[config.mk]
export PLATFORM = sky130hd
export DESIGN_NAME = sci_break_ninth_bit_ctrl
export DESIGN_NICKNAME = d
export VERILOG_FILES = /design/src/pin_sync.v /design/src/sci_break_ninth_bit_ctrl.v
export VERILOG_INCLUDE_DIRS = /design/src
export SDC_FILE = /design/constraint.sdc
export NUM_CORES = 1
export LEC_CHECK = 0
export ABC_AREA = 1
export BUFFER_PORTS_ARGS = -buffer_cell sky130_fd_sc_hd__buf_2
export CORE_ASPECT_RATIO = 1.2
export CORE_MARGIN = 5
export CORE_UTILIZATION = 60
export CTS_CLUSTER_DIAMETER = 150
export CTS_CLUSTER_SIZE = 10
export DETAILED_ROUTE_END_ITERATION = 8
export HOLD_SLACK_MARGIN = 0.02
export PLACE_DENSITY_LB_ADDON = 0.05
export SYNTH_ARGS = -nofsm -noshare
export SYNTH_HDL_FRONTEND = slang
export SYNTH_SLANG_ARGS = --single-unit
[constraint.sdc]
create_clock -name clk -period 3.2 [get_ports clk]
set_input_delay 0.64 -clock clk [delete_from_list [all_inputs] [get_ports clk]]
set_output_delay 0.64 -clock clk [all_outputs]
set_load 0.02 [all_outputs]
[src/sci_break_defines.vh]
// Register offsets, field positions, reset values and counts for the serial block.
// Assumes a 32-bit AXI4-Lite register port, byte addresses, one aligned word per register.
`ifndef SCI_BREAK_DEFINES_VH
`define SCI_BREAK_DEFINES_VH

// ----------------------------------------------------------------------
// Register offsets
// ----------------------------------------------------------------------
`define SCI_OFS_CTRL 5'h00
`define SCI_OFS_STATUS_TWO 5'h04
`define SCI_OFS_NINTH_DIR 5'h08
`define SCI_OFS_DATA 5'h0C
`define SCI_OFS_IRQ_STAT 5'h10
`define SCI_OFS_IRQ_MASK 5'h14
`define SCI_OFS_BAUD 5'h18

// ----------------------------------------------------------------------
// Field positions
// ----------------------------------------------------------------------
`define SCI_CTRL_NINE 0
`define SCI_CTRL_INV 1
`define SCI_CTRL_LOOP 2
`define SCI_CTRL_RECEIVER_SOURCE_SELECT 3
`define SCI_CTRL_RXEN 4
`define SCI_CTRL_TXEN 5
`define SCI_CTRL_TXBUSY 7
`define SCI_S2_RAF 0
`define SCI_S2_LONG_BREAK_DETECT_ENABLE 1
`define SCI_C3_SINGLE_WIRE_PIN_DIRECTION 5
`define SCI_C3_T8 6
`define SCI_C3_R8 7
`define SCI_IRQ_RXFULL 0
`define SCI_IRQ_FRAMERR 1
`define SCI_IRQ_BREAK 2
`define SCI_IRQ_TXDONE 3

// ----------------------------------------------------------------------
// Reset values and counts
// ----------------------------------------------------------------------
`define SCI_CTRL_RST 6'h00
`define SCI_BAUD_RST 16'h0364
`define SCI_BAUD_MIN 16'h0002
`define SCI_BREAK_SHORT 4'hA
`define SCI_DATA_BITS 4'h8
`define SCI_FRAME_BITS 4'hA
`define SCI_RESP_OKAY 2'h0
`define SCI_RESP_SLVERR 2'h2

`endif

[src/pin_sync.v]
// Three-stage synchroniser for one asynchronous pin.
// Assumes the pin idles high; the output moves only when stages two and three agree.
`timescale 1ns/10ps

module pin_sync (
    input wire clk,
    input wire rst,
    input wire pinIn,
    output reg pinOut
);

reg stage1_q;
reg stage2_q;
reg stage3_q;

always @(posedge clk) begin
    if (rst) begin
        stage1_q <= 1'b1;
        stage2_q <= 1'b1;
        stage3_q <= 1'b1;
        pinOut <= 1'b1;
    end else begin
        stage1_q <= pinIn;
        stage2_q <= stage1_q;
        stage3_q <= stage2_q;
        if (stage2_q == stage3_q) begin
            pinOut <= stage2_q;
        end
    end
end

endmodule

[src/sci_break_ninth_bit_ctrl.v]
// Serial interface core: break detection, receiver-active flag, input inversion,
// ninth data bit and single-wire pin direction, with an AXI4-Lite register port.
// Assumes one 100 MHz clock, synchronous active-high reset, idle-high serial line.
`timescale 1ns/10ps
`include "sci_break_defines.vh"

module sci_break_ninth_bit_ctrl (
    input wire clk,
    input wire rst,
    input wire [4:0] awaddr,
    input wire awvalid,
    output reg awready,
    input wire [31:0] wdata,
    input wire [3:0] wstrb,
    input wire wvalid,
    output reg wready,
    output reg [1:0] bresp,
    output reg bvalid,
    input wire bready,
    input wire [4:0] araddr,
    input wire arvalid,
    output reg arready,
    output reg [31:0] rdata,
    output reg [1:0] rresp,
    output reg rvalid,
    input wire rready,
    input wire rxdIn,
    input wire txdIn,
    output reg txdOut,
    output reg txdOe,
    output reg irq
);

// ----------------------------------------------------------------------
// States and helpers
// ----------------------------------------------------------------------
localparam RX_IDLE = 3'd0;
localparam RX_START = 3'd1;
localparam RX_DATA = 3'd2;
localparam RX_STOP = 3'd3;
localparam RX_BREAK = 3'd4;
localparam RX_WAITHIGH = 3'd5;

function [3:0] breakBits;
    input nine;
    input longBreak;
    begin
        breakBits = `SCI_BREAK_SHORT + {3'b000, nine} + {3'b000, longBreak};
    end
endfunction

function [3:0] frameBits;
    input nine;
    begin
        frameBits = `SCI_FRAME_BITS + {3'b000, nine};
    end
endfunction

// ----------------------------------------------------------------------
// Registers
// ----------------------------------------------------------------------
reg [5:0] ctrl_q;
reg longBreak_q;
reg txNinth_q;
reg pinDir_q;
reg [15:0] baud_q;
reg [3:0] irqStat_q;
reg [3:0] irqMask_q;
reg rxNinth_q;
reg [7:0] rxData_q;
reg active_q;

reg awHeld_q;
reg [4:0] awAddr_q;
reg wHeld_q;
reg [31:0] wData_q;
reg [3:0] wStrb_q;

wire nine = ctrl_q[`SCI_CTRL_NINE];
wire singleWire = ctrl_q[`SCI_CTRL_LOOP] & ctrl_q[`SCI_CTRL_RECEIVER_SOURCE_SELECT];
wire [15:0] bitDiv = (baud_q < `SCI_BAUD_MIN) ? `SCI_BAUD_MIN : baud_q;
wire wrEn = awHeld_q & wHeld_q & ~bvalid;
wire [4:0] wrAddr = {awAddr_q[4:2], 2'b00};
wire wrLow = wrEn & wStrb_q[0];
wire rdTake = arvalid & arready;
wire [4:0] rdAddr = {araddr[4:2], 2'b00};
wire dataRead = rdTake & (rdAddr == `SCI_OFS_DATA);

// ----------------------------------------------------------------------
// Receive input selection
// ----------------------------------------------------------------------
wire rxPinSync;
wire txPinSync;
reg txLine_q;
reg [2:0] rxState_q;

pin_sync rxSyncInst (
    .clk(clk),
    .rst(rst),
    .pinIn(rxdIn),
    .pinOut(rxPinSync)
);

pin_sync txSyncInst (
    .clk(clk),
    .rst(rst),
    .pinIn(txdIn),
    .pinOut(txPinSync)
);

reg rxSource;
always @* begin
    if (!ctrl_q[`SCI_CTRL_LOOP]) begin
        rxSource = rxPinSync;
    end else if (ctrl_q[`SCI_CTRL_RECEIVER_SOURCE_SELECT]) begin
        rxSource = txPinSync;
    end else begin
        rxSource = txLine_q;
    end
end

wire rxLine = rxSource ^ ctrl_q[`SCI_CTRL_INV];

// ----------------------------------------------------------------------
// Receiver
// ----------------------------------------------------------------------
reg [15:0] rxCnt_q;
reg [3:0] bitIdx_q;
reg [3:0] lowCnt_q;
reg [3:0] idleCnt_q;
reg [8:0] rxShift_q;
reg prevLine_q;
reg setFull;
reg setFrame;
reg setBreak;

wire rxTick = (rxCnt_q == 16'h0000);
wire [3:0] lowNext = rxLine ? 4'h0 : lowCnt_q + 4'h1;
wire [3:0] breakNeed = breakBits(nine, longBreak_q);

always @(posedge clk) begin
    if (rst) begin
        rxState_q <= RX_IDLE;
        rxCnt_q <= 16'h0000;
        bitIdx_q <= 4'h0;
        lowCnt_q <= 4'h0;
        idleCnt_q <= 4'h0;
        rxShift_q <= 9'h000;
        prevLine_q <= 1'b1;
        active_q <= 1'b0;
        rxData_q <= 8'h00;
        rxNinth_q <= 1'b0;
        setFull <= 1'b0;
        setFrame <= 1'b0;
        setBreak <= 1'b0;
    end else begin
        prevLine_q <= rxLine;
        setFull <= 1'b0;
        setFrame <= 1'b0;
        setBreak <= 1'b0;
        rxCnt_q <= rxTick ? bitDiv - 16'h0001 : rxCnt_q - 16'h0001;
        case (rxState_q)
            RX_IDLE: begin
                if (rxTick && rxLine && active_q) begin
                    if (idleCnt_q + 4'h1 >= frameBits(nine)) begin
                        active_q <= 1'b0;
                        idleCnt_q <= 4'h0;
                    end else begin
                        idleCnt_q <= idleCnt_q + 4'h1;
                    end
                end
                if (ctrl_q[`SCI_CTRL_RXEN] && prevLine_q && !rxLine) begin
                    rxState_q <= RX_START;
                    rxCnt_q <= {1'b0, bitDiv[15:1]};
                    // Low run restarts at each start bit
                    lowCnt_q <= 4'h0;
                    idleCnt_q <= 4'h0;
                    active_q <= 1'b1;
                end
            end
            RX_START: begin
                if (rxTick) begin
                    lowCnt_q <= lowNext;
                    bitIdx_q <= 4'h0;
                    rxState_q <= rxLine ? RX_IDLE : RX_DATA;
                end
            end
            RX_DATA: begin
                if (rxTick) begin
                    lowCnt_q <= lowNext;
                    rxShift_q <= {rxLine, rxShift_q[8:1]};
                    bitIdx_q <= bitIdx_q + 4'h1;
                    if (bitIdx_q + 4'h1 == `SCI_DATA_BITS + {3'b000, nine}) begin
                        rxState_q <= RX_STOP;
                    end
                end
            end
            RX_STOP: begin
                if (rxTick) begin
                    lowCnt_q <= lowNext;
                    if (nine) begin
                        rxData_q <= rxShift_q[7:0];
                        rxNinth_q <= rxShift_q[8];
                    end else begin
                        rxData_q <= rxShift_q[8:1];
                        rxNinth_q <= 1'b0;
                    end
                    setFull <= ~longBreak_q;
                    setFrame <= ~longBreak_q & ~rxLine;
                    if (!rxLine && lowNext >= breakNeed) begin
                        setBreak <= 1'b1;
                        rxState_q <= RX_WAITHIGH;
                    end else if (!rxLine && lowNext == frameBits(nine)) begin
                        rxState_q <= RX_BREAK;
                    end else begin
                        rxState_q <= RX_WAITHIGH;
                    end
                end
            end
            RX_BREAK: begin
                if (rxTick) begin
                    lowCnt_q <= lowNext;
                    if (rxLine) begin
                        rxState_q <= RX_WAITHIGH;
                    end else if (lowNext >= breakNeed) begin
                        setBreak <= 1'b1;
                        rxState_q <= RX_WAITHIGH;
                    end
                end
            end
            RX_WAITHIGH: begin
                if (rxLine) begin
                    rxState_q <= RX_IDLE;
                    idleCnt_q <= 4'h0;
                end
            end
            default: begin
                rxState_q <= RX_IDLE;
            end
        endcase
    end
end

// ----------------------------------------------------------------------
// Transmitter
// ----------------------------------------------------------------------
reg [10:0] txShift_q;
reg [3:0] txBits_q;
reg [15:0] txCnt_q;
reg txDone;

wire txBusy = (txBits_q != 4'h0);
wire txLoad = wrLow & (wrAddr == `SCI_OFS_DATA) & ctrl_q[`SCI_CTRL_TXEN] & ~txBusy;

always @(posedge clk) begin
    if (rst) begin
        txShift_q <= 11'h7FF;
        txBits_q <= 4'h0;
        txCnt_q <= 16'h0000;
        txLine_q <= 1'b1;
        txDone <= 1'b0;
    end else begin
        txDone <= 1'b0;
        if (txLoad) begin
            // Ninth bit taken from its held register at load time
            txShift_q <= {1'b1, nine ? txNinth_q : 1'b1, wData_q[7:0], 1'b0};
            txBits_q <= frameBits(nine);
            txCnt_q <= bitDiv - 16'h0001;
        end else if (txBusy) begin
            if (txCnt_q == 16'h0000) begin
                txCnt_q <= bitDiv - 16'h0001;
                txShift_q <= {1'b1, txShift_q[10:1]};
                txBits_q <= txBits_q - 4'h1;
                txDone <= (txBits_q == 4'h1);
            end else begin
                txCnt_q <= txCnt_q - 16'h0001;
            end
        end
        txLine_q <= txBusy ? txShift_q[0] : 1'b1;
    end
end

// ----------------------------------------------------------------------
// Register writes, flags and pins
// ----------------------------------------------------------------------
wire [3:0] irqSet = {txDone, setBreak, setFrame, setFull};
wire [3:0] irqClr = (wrLow && wrAddr == `SCI_OFS_IRQ_STAT) ? wData_q[3:0] : 4'h0;
wire [3:0] readClr = {3'b000, dataRead};

always @(posedge clk) begin
    if (rst) begin
        ctrl_q <= `SCI_CTRL_RST;
        longBreak_q <= 1'b0;
        txNinth_q <= 1'b0;
        pinDir_q <= 1'b0;
        baud_q <= `SCI_BAUD_RST;
        irqStat_q <= 4'h0;
        irqMask_q <= 4'h0;
        irq <= 1'b0;
        txdOut <= 1'b1;
        txdOe <= 1'b1;
    end else begin
        if (wrLow) begin
            case (wrAddr)
                `SCI_OFS_CTRL: ctrl_q <= wData_q[5:0];
                `SCI_OFS_STATUS_TWO: longBreak_q <= wData_q[`SCI_S2_LONG_BREAK_DETECT_ENABLE];
                `SCI_OFS_NINTH_DIR: begin
                    // Received ninth bit is not writable
                    txNinth_q <= wData_q[`SCI_C3_T8];
                    pinDir_q <= wData_q[`SCI_C3_SINGLE_WIRE_PIN_DIRECTION];
                end
                `SCI_OFS_IRQ_MASK: irqMask_q <= wData_q[3:0];
                `SCI_OFS_BAUD: baud_q[7:0] <= wData_q[7:0];
                default: begin
                end
            endcase
        end
        if (wrEn && wStrb_q[1] && wrAddr == `SCI_OFS_BAUD) begin
            baud_q[15:8] <= wData_q[15:8];
        end
        // Hardware set wins over software clear
        irqStat_q <= (irqStat_q & ~(irqClr | readClr)) | irqSet;
        irq <= |(irqStat_q & irqMask_q);
        txdOut <= txLine_q;
        txdOe <= singleWire ? pinDir_q : 1'b1;
    end
end

// ----------------------------------------------------------------------
// AXI4-Lite slave
// ----------------------------------------------------------------------
reg [31:0] readMux;
reg readOk;
always @* begin
    readMux = 32'h00000000;
    readOk = 1'b1;
    case (rdAddr)
        `SCI_OFS_CTRL: readMux = {24'h000000, txBusy, 1'b0, ctrl_q};
        `SCI_OFS_STATUS_TWO: readMux = {30'h00000000, longBreak_q, active_q};
        `SCI_OFS_NINTH_DIR: readMux = {24'h000000, rxNinth_q, txNinth_q, pinDir_q, 5'h00};
        `SCI_OFS_DATA: readMux = {24'h000000, rxData_q};
        `SCI_OFS_IRQ_STAT: readMux = {28'h0000000, irqStat_q};
        `SCI_OFS_IRQ_MASK: readMux = {28'h0000000, irqMask_q};
        `SCI_OFS_BAUD: readMux = {16'h0000, baud_q};
        default: readOk = 1'b0;
    endcase
end

wire wrOk = (wrAddr <= `SCI_OFS_BAUD);

always @(posedge clk) begin
    if (rst) begin
        awready <= 1'b1;
        wready <= 1'b1;
        awHeld_q <= 1'b0;
        wHeld_q <= 1'b0;
        awAddr_q <= 5'h00;
        wData_q <= 32'h00000000;
        wStrb_q <= 4'h0;
        bvalid <= 1'b0;
        bresp <= `SCI_RESP_OKAY;
        arready <= 1'b1;
        rvalid <= 1'b0;
        rdata <= 32'h00000000;
        rresp <= `SCI_RESP_OKAY;
    end else begin
        if (awvalid && awready) begin
            awHeld_q <= 1'b1;
            awAddr_q <= awaddr;
            awready <= 1'b0;
        end
        if (wvalid && wready) begin
            wHeld_q <= 1'b1;
            wData_q <= wdata;
            wStrb_q <= wstrb;
            wready <= 1'b0;
        end
        if (wrEn) begin
            awHeld_q <= 1'b0;
            wHeld_q <= 1'b0;
            bvalid <= 1'b1;
            bresp <= wrOk ? `SCI_RESP_OKAY : `SCI_RESP_SLVERR;
        end
        if (bvalid && bready) begin
            bvalid <= 1'b0;
            awready <= 1'b1;
            wready <= 1'b1;
        end
        if (rdTake) begin
            arready <= 1'b0;
            rvalid <= 1'b1;
            rdata <= readMux;
            rresp <= readOk ? `SCI_RESP_OKAY : `SCI_RESP_SLVERR;
        end
        if (rvalid && rready) begin
            rvalid <= 1'b0;
            arready <= 1'b1;
        end
    end
end

endmodule

==> results of run 1 <==
## cells in the final DEF, fill, tap and decap left out, types with 10 or more instances in the layout
master     netlist  layout
nand2_1        228     228
dfxtp_1        176     176
nor2_1         150     150
o21ai_0        133     133
inv_1          128     128
a21oi_1        127     127
buf_2            3      58
nand3_1         51      51
nand4_1         18      18
conb_1           1      18
clkbuf_16        0      17
buf_4           21      16
ha_1            15      15
o211ai_1        13      13
xor2_1          12      12
xnor2_1         11      11
nor2_2          10      10
nor3_1          10      10
## state kept, by name, summed over array words and instances, names as in the netlist, 8 cells and up
name       count
baud_q        16
rdata         16
rxCnt_q       16
txCnt_q       16
wData_q       16
txShift_q     10
rxShift_q      9
rxData_q       8
## power by group
group / total, uW / internal, uW / switching, uW
clock: 2050 / 1080 / 969
combinational: 2620 / 893 / 1730
sequential: 2630 / 2430 / 203
total: 7300 / 4400 / 2900
## worst register-to-register path, stage by stage (launching register included)
cell,delay [ns]
dfxtp_1,0.39
nor2_1,0.30
nand2_1,0.09
nor2_1,0.14
nand2_1,0.13
nand2_1,0.14
ha_1,0.21
nand2_1,0.11
nor2_2,0.21
nand4_1,0.13
xor2_1,0.19
or2_2,0.28
a31oi_1,0.12
## stage by stage
step | utilization (%) | hold slack (ns) | std cells
5_1_grt | 67.6 | 0.380 | 1471
6_report | 67.6 | 0.384 | 1471
4_1_cts | 67.6 | 0.368 | 1471
3_5_place_dp | 63.5 | 0.397 | 1439
2_1_floorplan | - | 0.389 | 1245
3_3_place_gp | 63.5 | 0.392 | 1439
## layout make-up
| type | count | area (sq um) | area share (%) |
|---|---|---|---|
| clock buffers | 19 | 453 | 4.69 |
| clock inverters | 13 | 135 | 1.40 |
| multi-input cells | 874 | 4380 | 45.3 |
| flip-flops and latches | 176 | 3520 | 36.5 |
| well taps | 175 | 219 | 2.27 |
| repair buffers | 75 | 430 | 4.45 |
| inverters | 139 | 524 | 5.42 |
## how the worst max path moves through the flow
stage / start / depth (start not counted) / slack, ns / endpoint
floorplan: baud_q[8] / 12 / 1.11 / rxCnt_q[14]
global placement: baud_q[8] / 13 / 0.73 / txCnt_q[14]
detailed placement: baud_q[8] / 13 / 0.69 / txCnt_q[14]
CTS: baud_q[8] / 13 / 0.70 / txCnt_q[14]
global route: baud_q[8] / 13 / 0.45 / txCnt_q[12]
finish: baud_q[8] / 12 / 0.69 / rxCnt_q[14]
## kinds of logic (layout without fill, tap and decap cells)
kind of cell | count (synthesis) | after routing | synth area share (%)
simple gates | 500 | 500 | 25.1
compound gates | 317 | 317 | 20.0
buf+inv | 195 | 246 | 9.59
flops | 176 | 176 | 40.6
xor+xnor | 23 | 23 | 2.32
fa+ha+maj | 15 | 15 | 2.16
other cells | 1 | 18 | 0.0432
mux | 1 | 1 | 0.115
## layer usage
layer / vias to the layer above / track usage [%] / routed length, microns
met5: - / 0 / 0
met4: 0 / 10.6 / 841
met3: 61 / 4.55 / 1010
met2: 237 / 45.7 / 11000
met1: 3705 / 34.1 / 9620
li1: 4147 / - / -
==> summary.md, run 1 <==
| Metric | Value |
|---|---|
| Outcome | `finished clean` |
| Hold-fix buffers at CTS | `0` |
| Cell Area, Placed | `0.00908 sq mm` |
| Skew-Pair Late Insertion Delay | `approximately 0.43 ns` |
| Prevailing post-synth register cell | `dfxtp_1` |
| Reg2reg path depth | `12` |
| Post-CTS sizing | `0` |
| Fillers | `between 1000 and 1500` |
| Reg2reg end | `rxCnt_q[14]` |
| Cell area power density | `around 760 mW/mm^2` |
| # rows | `48` |
| Synth area leader | `dfxtp_1` |
| Most frequent cell after synthesis | `nand2_1` |
| Initial core utilization | `about three fifths` |
| H-Tree Depth | `4` |
| DP HPWL | `about 16000 microns` |
| # nets final | `between 1000 and 1500` |
| Initial antenna violation count | `0` |
| Maxcap violations | `0` |
| CTS tree | `yes` |
| DR WL/cell | `around 15 microns` |
| Clock root buffer master | `clkbuf_16` |
| Largest net degree at the start of global routing | `roughly 100` |
| Most common cell on crit path | `nand2_1` |
| Delay-heaviest family, CP | `simple AND/OR/NAND/NOR gates` |
| Final TNS setup | `0 ns` |
| CP arrival | `roughly 2.9 ns` |
| Antenna Nets Post-Route | `0` |
| Pins Over Slew Limit | `0` |
| Critical Path RT | `3.56 ns` |
| Relative slew slack | `between 50 and 60%` |
| Hold Path Class | `in2reg` |
| Die X | `around 120 microns` |
| Max clock buf depth | `2` |
| Worst slack at placement | `approximately 0.69 ns` |
| GR Util All Layers | `between 20 and 30%` |
| Worst Tran Pin Value | `0.720 ns` |
| Leak Pwr | `around 0.0041 uW` |
| Sequential-to-total area share from yosys stat | `between 40% and 50%` |
| Crit-path max cell delay | `~0.39 ns` |
| Residual DRC | `0` |
| DR vias | `~8200` |
| Beginning of the worst register-to-register path | `baud_q[8]` |
| Critical path class | `reg2reg` |
| Share of cells above drive strength 1 | `11.8%` |
| Drt first pass iters | `8` |
| TritonCTS buffer count | `17` |
| Vias in the first global route | `approximately 7500` |
| Setup crit end kind | `flop` |
| CP cell instances | `nor2_1 > nand2_1 > nor2_1 > nand2_1 > nand2_1 > ha_1 > nand2_1 > nor2_2 > nand4_1 > xor2_1 > or2_2 > a31oi_1` |
| Final WL | `22500 microns` |
| Largest cells by area after synthesis | `dfxtp_1 41%, nand2_1 9.9%, o21ai_0 7.7%, a21oi_1 7.3%, nor2_1 6.5%` |
| Io pins | `between 90 and 100` |
| Total grt overflow | `0` |
| Final Hold Viols | `0` |
| Max stage delay cell, worst path | `dfxtp_1` |
| EDFF count, synth | `0` |
| Yosys cell types | `55` |
| Tmin final | `2.51 ns` |
| First-pass GRT wire length | `~37000 microns` |
| Startpoint types | `flop` |
| Reg clk slew, reported paths | `approximately 0.070 ns` |
| Syn_area_per_cell | `slightly above 7 sq um` |
| Post-route cell area | `0.00967 sq mm` |
| Number of vias per cell | `about 5.5` |
| Die Ht | `about 140 microns` |
| Ys Warns | `0` |
| R2r setup slk | `slightly below 0.7 ns` |
| Synth Cell Area | `slightly below 0.009 sq mm` |
| Tot Pwr | `roughly 7300 uW` |
| DR iter-0 viols | `about 650` |
| Number of diodes | `0` |
| Tcrit/Tclk final | `between 70% and 80%` |
| FMAX | `398 MHz` |
| Synth-to-layout area growth | `11.5%` |
| Hold_sp | `txdIn` |
| RePlAce Congestion | `0.960` |
| Fraction of registers with async set/reset | `0%` |
| Synthesized flop and latch total | `between 150 and 200` |
| Input/output buffers | `58` |
| # Post-CTS Setup Buffers | `0` |
| Final setup margin | `between 0.6 and 0.7 ns` |
| Commonest cells post-synth | `228 x nand2_1, 176 x dfxtp_1, 150 x nor2_1` |
| Die area | `0.0170 sq mm` |
| Hold Crit Depth | `2` |
| Peak supply drop | `484 uV` |
| Unrepaired setup endpoints after global routing | `no` |
| Worst Hold Path EP | `txSyncInst.stage1_q` |
| Core Footprint | `approximately 0.014 sq mm` |
| Crit path max fanout | `6` |
| Mapped Cells | `about 1200` |
| Setup Skew | `0.00728 ns` |
| Final setup fails | `0` |
| CTS sink count | `roughly 180` |
| Bufs and invs on worst path | `0` |
| Share of the synthesized area in the top cell type | `40.6%` |
No activity file was read; power rests on OpenSTA's default activity.
==> inputs of run 2 (changes only) <==
Settings changed: ABC_AREA 1 to 0, CORE_UTILIZATION 60 to 53.
Clock period 3.2 ns to 2.2 ns, I/O delays scaled along.
==> run 2 against run 1 <==
The flow now finishes with violations (setup timing); sequential power increased by 43%; sequential share of layout area decreased by 4.8 points; worst setup slack worse by 0.87 ns; non-clock buffer count grew 118.
==> summary.md, run 2 <==
| Metric | Value |
|---|---|
| Outcome | `complete, but fails checks` |
| Failing checks | `setup timing` |
| GR Util All Layers | `approximately 25%` |
| Yosys cell types | `65` |
| Tmin final | `around 2.4 ns` |
| Max clock buf depth | `2` |
| Die area | `about 0.019 sq mm` |
| Tot Pwr | `12100 uW` |
| Largest net degree at the start of global routing | `between 90 and 100` |
| Unrepaired setup endpoints after global routing | `yes` |
| Hold Path Class | `in2reg` |
| Vias in the first global route | `7507` |
| Relative slew slack | `around a third` |
| Synth-to-layout area growth | `28.3%` |
| Final WL | `24700 microns` |
| DR vias | `approximately 8300` |
| Critical Path RT | `2.52 ns` |
| Met2 GRT Util | `a little over two fifths` |
| Most common cell after layout, fill and taps aside | `dfxtp_1` |
| Core Footprint | `roughly 0.016 sq mm` |
| FMAX | `~420 MHz` |
| Setup Skew | `~0.013 ns` |
| Die X | `127 microns` |
| First-pass GRT wire length | `around 38000 microns` |
| Final setup fails | `9` |
| CTS tree | `yes` |
| Reg clk slew, reported paths | `~0.08 ns` |
| Die Ht | `150 microns` |
| Critical path class | `reg2reg` |
| Largest cells by area after synthesis | `dfxtp_1 40%, nand2_1 7.0%, a21oi_1 6.2%, mux2i_1 5.4%, nor2_1 5.2%` |
| Final Hold Viols | `0` |
| Setup crit end kind | `flop` |
| Initial core utilization | `roughly 54%` |
| Antenna Nets Post-Route | `0` |
| Most frequent cell after synthesis | `dfxtp_1` |
| Commonest cells post-synth | `176 x dfxtp_1, 162 x nand2_1, 121 x nor2_1` |
| Startpoint types | `flop` |
| DR iter-0 viols | `about 560` |
| Drt first pass iters | `7` |
| Mapped Cells | `1095` |
| Fraction of registers with async set/reset | `0%` |
| RePlAce Congestion | `roughly 0.92` |
| Peak supply drop | `roughly 700 uV` |
| Initial antenna violation count | `0` |
| Worst slack at placement | `-0.161 ns` |
| H-Tree Depth | `4` |
| Leak Pwr | `0.00442 uW` |
| Residual DRC | `0` |
| CTS sink count | `176` |
| Io pins | `between 90 and 100` |
| Synth area leader | `dfxtp_1` |
| Share of cells above drive strength 1 | `27.7%` |
| Syn_area_per_cell | `around 8.0 sq um` |
| Total grt overflow | `0` |
| Tcrit/Tclk final | `108%` |
| TritonCTS buffer count | `17` |
| Maxcap violations | `0` |
| Clock root buffer master | `clkbuf_16` |
| Cell area power density | `roughly 1100 mW/mm^2` |
| Met3 global-route usage | `a little under 4%` |
| Ys Warns | `0` |
| Final setup margin | `-0.183 ns` |
| Share of the synthesized area in the top cell type | `approximately two fifths` |
| DR WL/cell | `around 17 microns` |
| Synthesized flop and latch total | `roughly 180` |
| DP HPWL | `17300 microns` |
| Most crowded layer after global routing | `met2` |
| EDFF count, synth | `0` |
| Pins Over Slew Limit | `0` |
| Crit path max fanout | `4` |
| Worst Tran Pin Value | `just under 1 ns` |
| Sequential-to-total area share from yosys stat | `40.4%` |
| # rows | `51` |
| Input/output buffers | `58` |
| Most frequent cells in the layout | `167 x dfxtp_1, 152 x nand2_1, 120 x buf_4, 110 x nor2_1, 94 x a21oi_1` |
| Number of diodes | `0` |
| Synth Cell Area | `around 0.0087 sq mm` |
| Prevailing post-synth register cell | `dfxtp_1` |
| Skew-Pair Late Insertion Delay | `between 0.4 and 0.5 ns` |
| CP arrival | `2.70 ns` |
| Number of vias per cell | `between 5 and 6` |
| Met1 Track Usage GR | `32.1%` |
| # nets final | `~1300` |
-- run 2: changes by cell type in the layout (fill, tap and decap cells not counted), sizes merged, moves of 17 or more --
cell	delta
buf	+118
inv	-114
o21ai	-87
nand2	-69
mux2i	+46
nor2	-43
nor3	+21
nor4	+17
-- run 2: kinds of logic (layout without fill, tap and decap cells) --
group | Yosys count | count (layout) | synth area share (%)
DFF | 176 | 176 | 40.4
buffers and inverters | 111 | 249 | 5.76
xor gates and xnor gates | 32 | 32 | 3.22
other | 1 | 18 | 0.0430
and+or+nand+nor | 472 | 475 | 26.5
AOI/OAI and AO/OA | 236 | 236 | 15.9
adders and majority gates | 15 | 15 | 2.15
muxes | 52 | 52 | 6.05
-- run 2: metrics by stage --
step	utilization, %	hold slack (ns)	area, sq um	TNS, ns	instances
2_1_floorplan	-	0.389	8860	-0.567	1112
4_1_cts	65.9	0.168	10700	-0.364	1455
5_1_grt	68.9	0.186	11200	-3.82	1465
6_report	68.9	0.186	11200	-0.499	1465
3_3_place_gp	61.7	0.392	10000	-1.92	1421
3_5_place_dp	61.7	0.392	10000	-2.52	1421
-- run 2: timing repair --
item                                    4_1_cts  5_1_grt
endpoints found under the setup margin       46       51
endpoints found under the hold margin         0        0
pin swaps                                    11       51
buffers inserted                              2        8
cloned                                        0        3
hold buffers                                  0        0
resized for setup                            25       99
-- run 2: worst paths after layout --
| path | from | end | slack (ns) | depth (start not counted) |
|---|---|---|---|---|
| worst max-delay path | ctrl_q[3] | rxState_q[0] | -0.18 | 11 |
| worst max register to register | ctrl_q[3] | rxState_q[0] | -0.18 | 11 |
| worst min-delay path | rxdIn | rxSyncInst.stage1_q | 0.19 | 2 |
| worst min register to register | rxSyncInst.stage1_q | rxSyncInst.stage2_q | 0.41 | 1 |
-- run 2: layer usage --
metal	vias to the layer above	share of wire, %	wire, microns
li1	4101	-	-
met1	3887	44	11000
met2	226	50	12200
met3	37	4.1	1020
met4	0	2.0	484
met5	-	0	0
-- run 2: critical path, stage by stage, from the launching register on --
cell     delay (ns)
dfxtp_2        0.34
mux2i_4        0.20
a211o_1        0.40
buf_4          0.18
nand2_1        0.07
nor2_1         0.05
ha_1           0.29
nor2_1         0.12
a21oi_2        0.06
o31ai_1        0.24
a21oi_1        0.10
a31o_2         0.22
-- run 2: cell type report --
type | instances | area [sq um]
Multi-Input combinational cell | 828 | 5280
Fill cell | 1365 | 5030
Sequential cell | 176 | 3530
Timing Repair Buffer | 193 | 1430
Clock buffer | 18 | 429
Tap cell | 212 | 265
Clock inverter | 14 | 141
Inverter | 24 | 90.1
-- run 2: power by group --
group	total, uW	switching [uW]	internal (uW)
clock	2930	1430	1510
sequential	3770	239	3530
combinational	5400	2940	2470
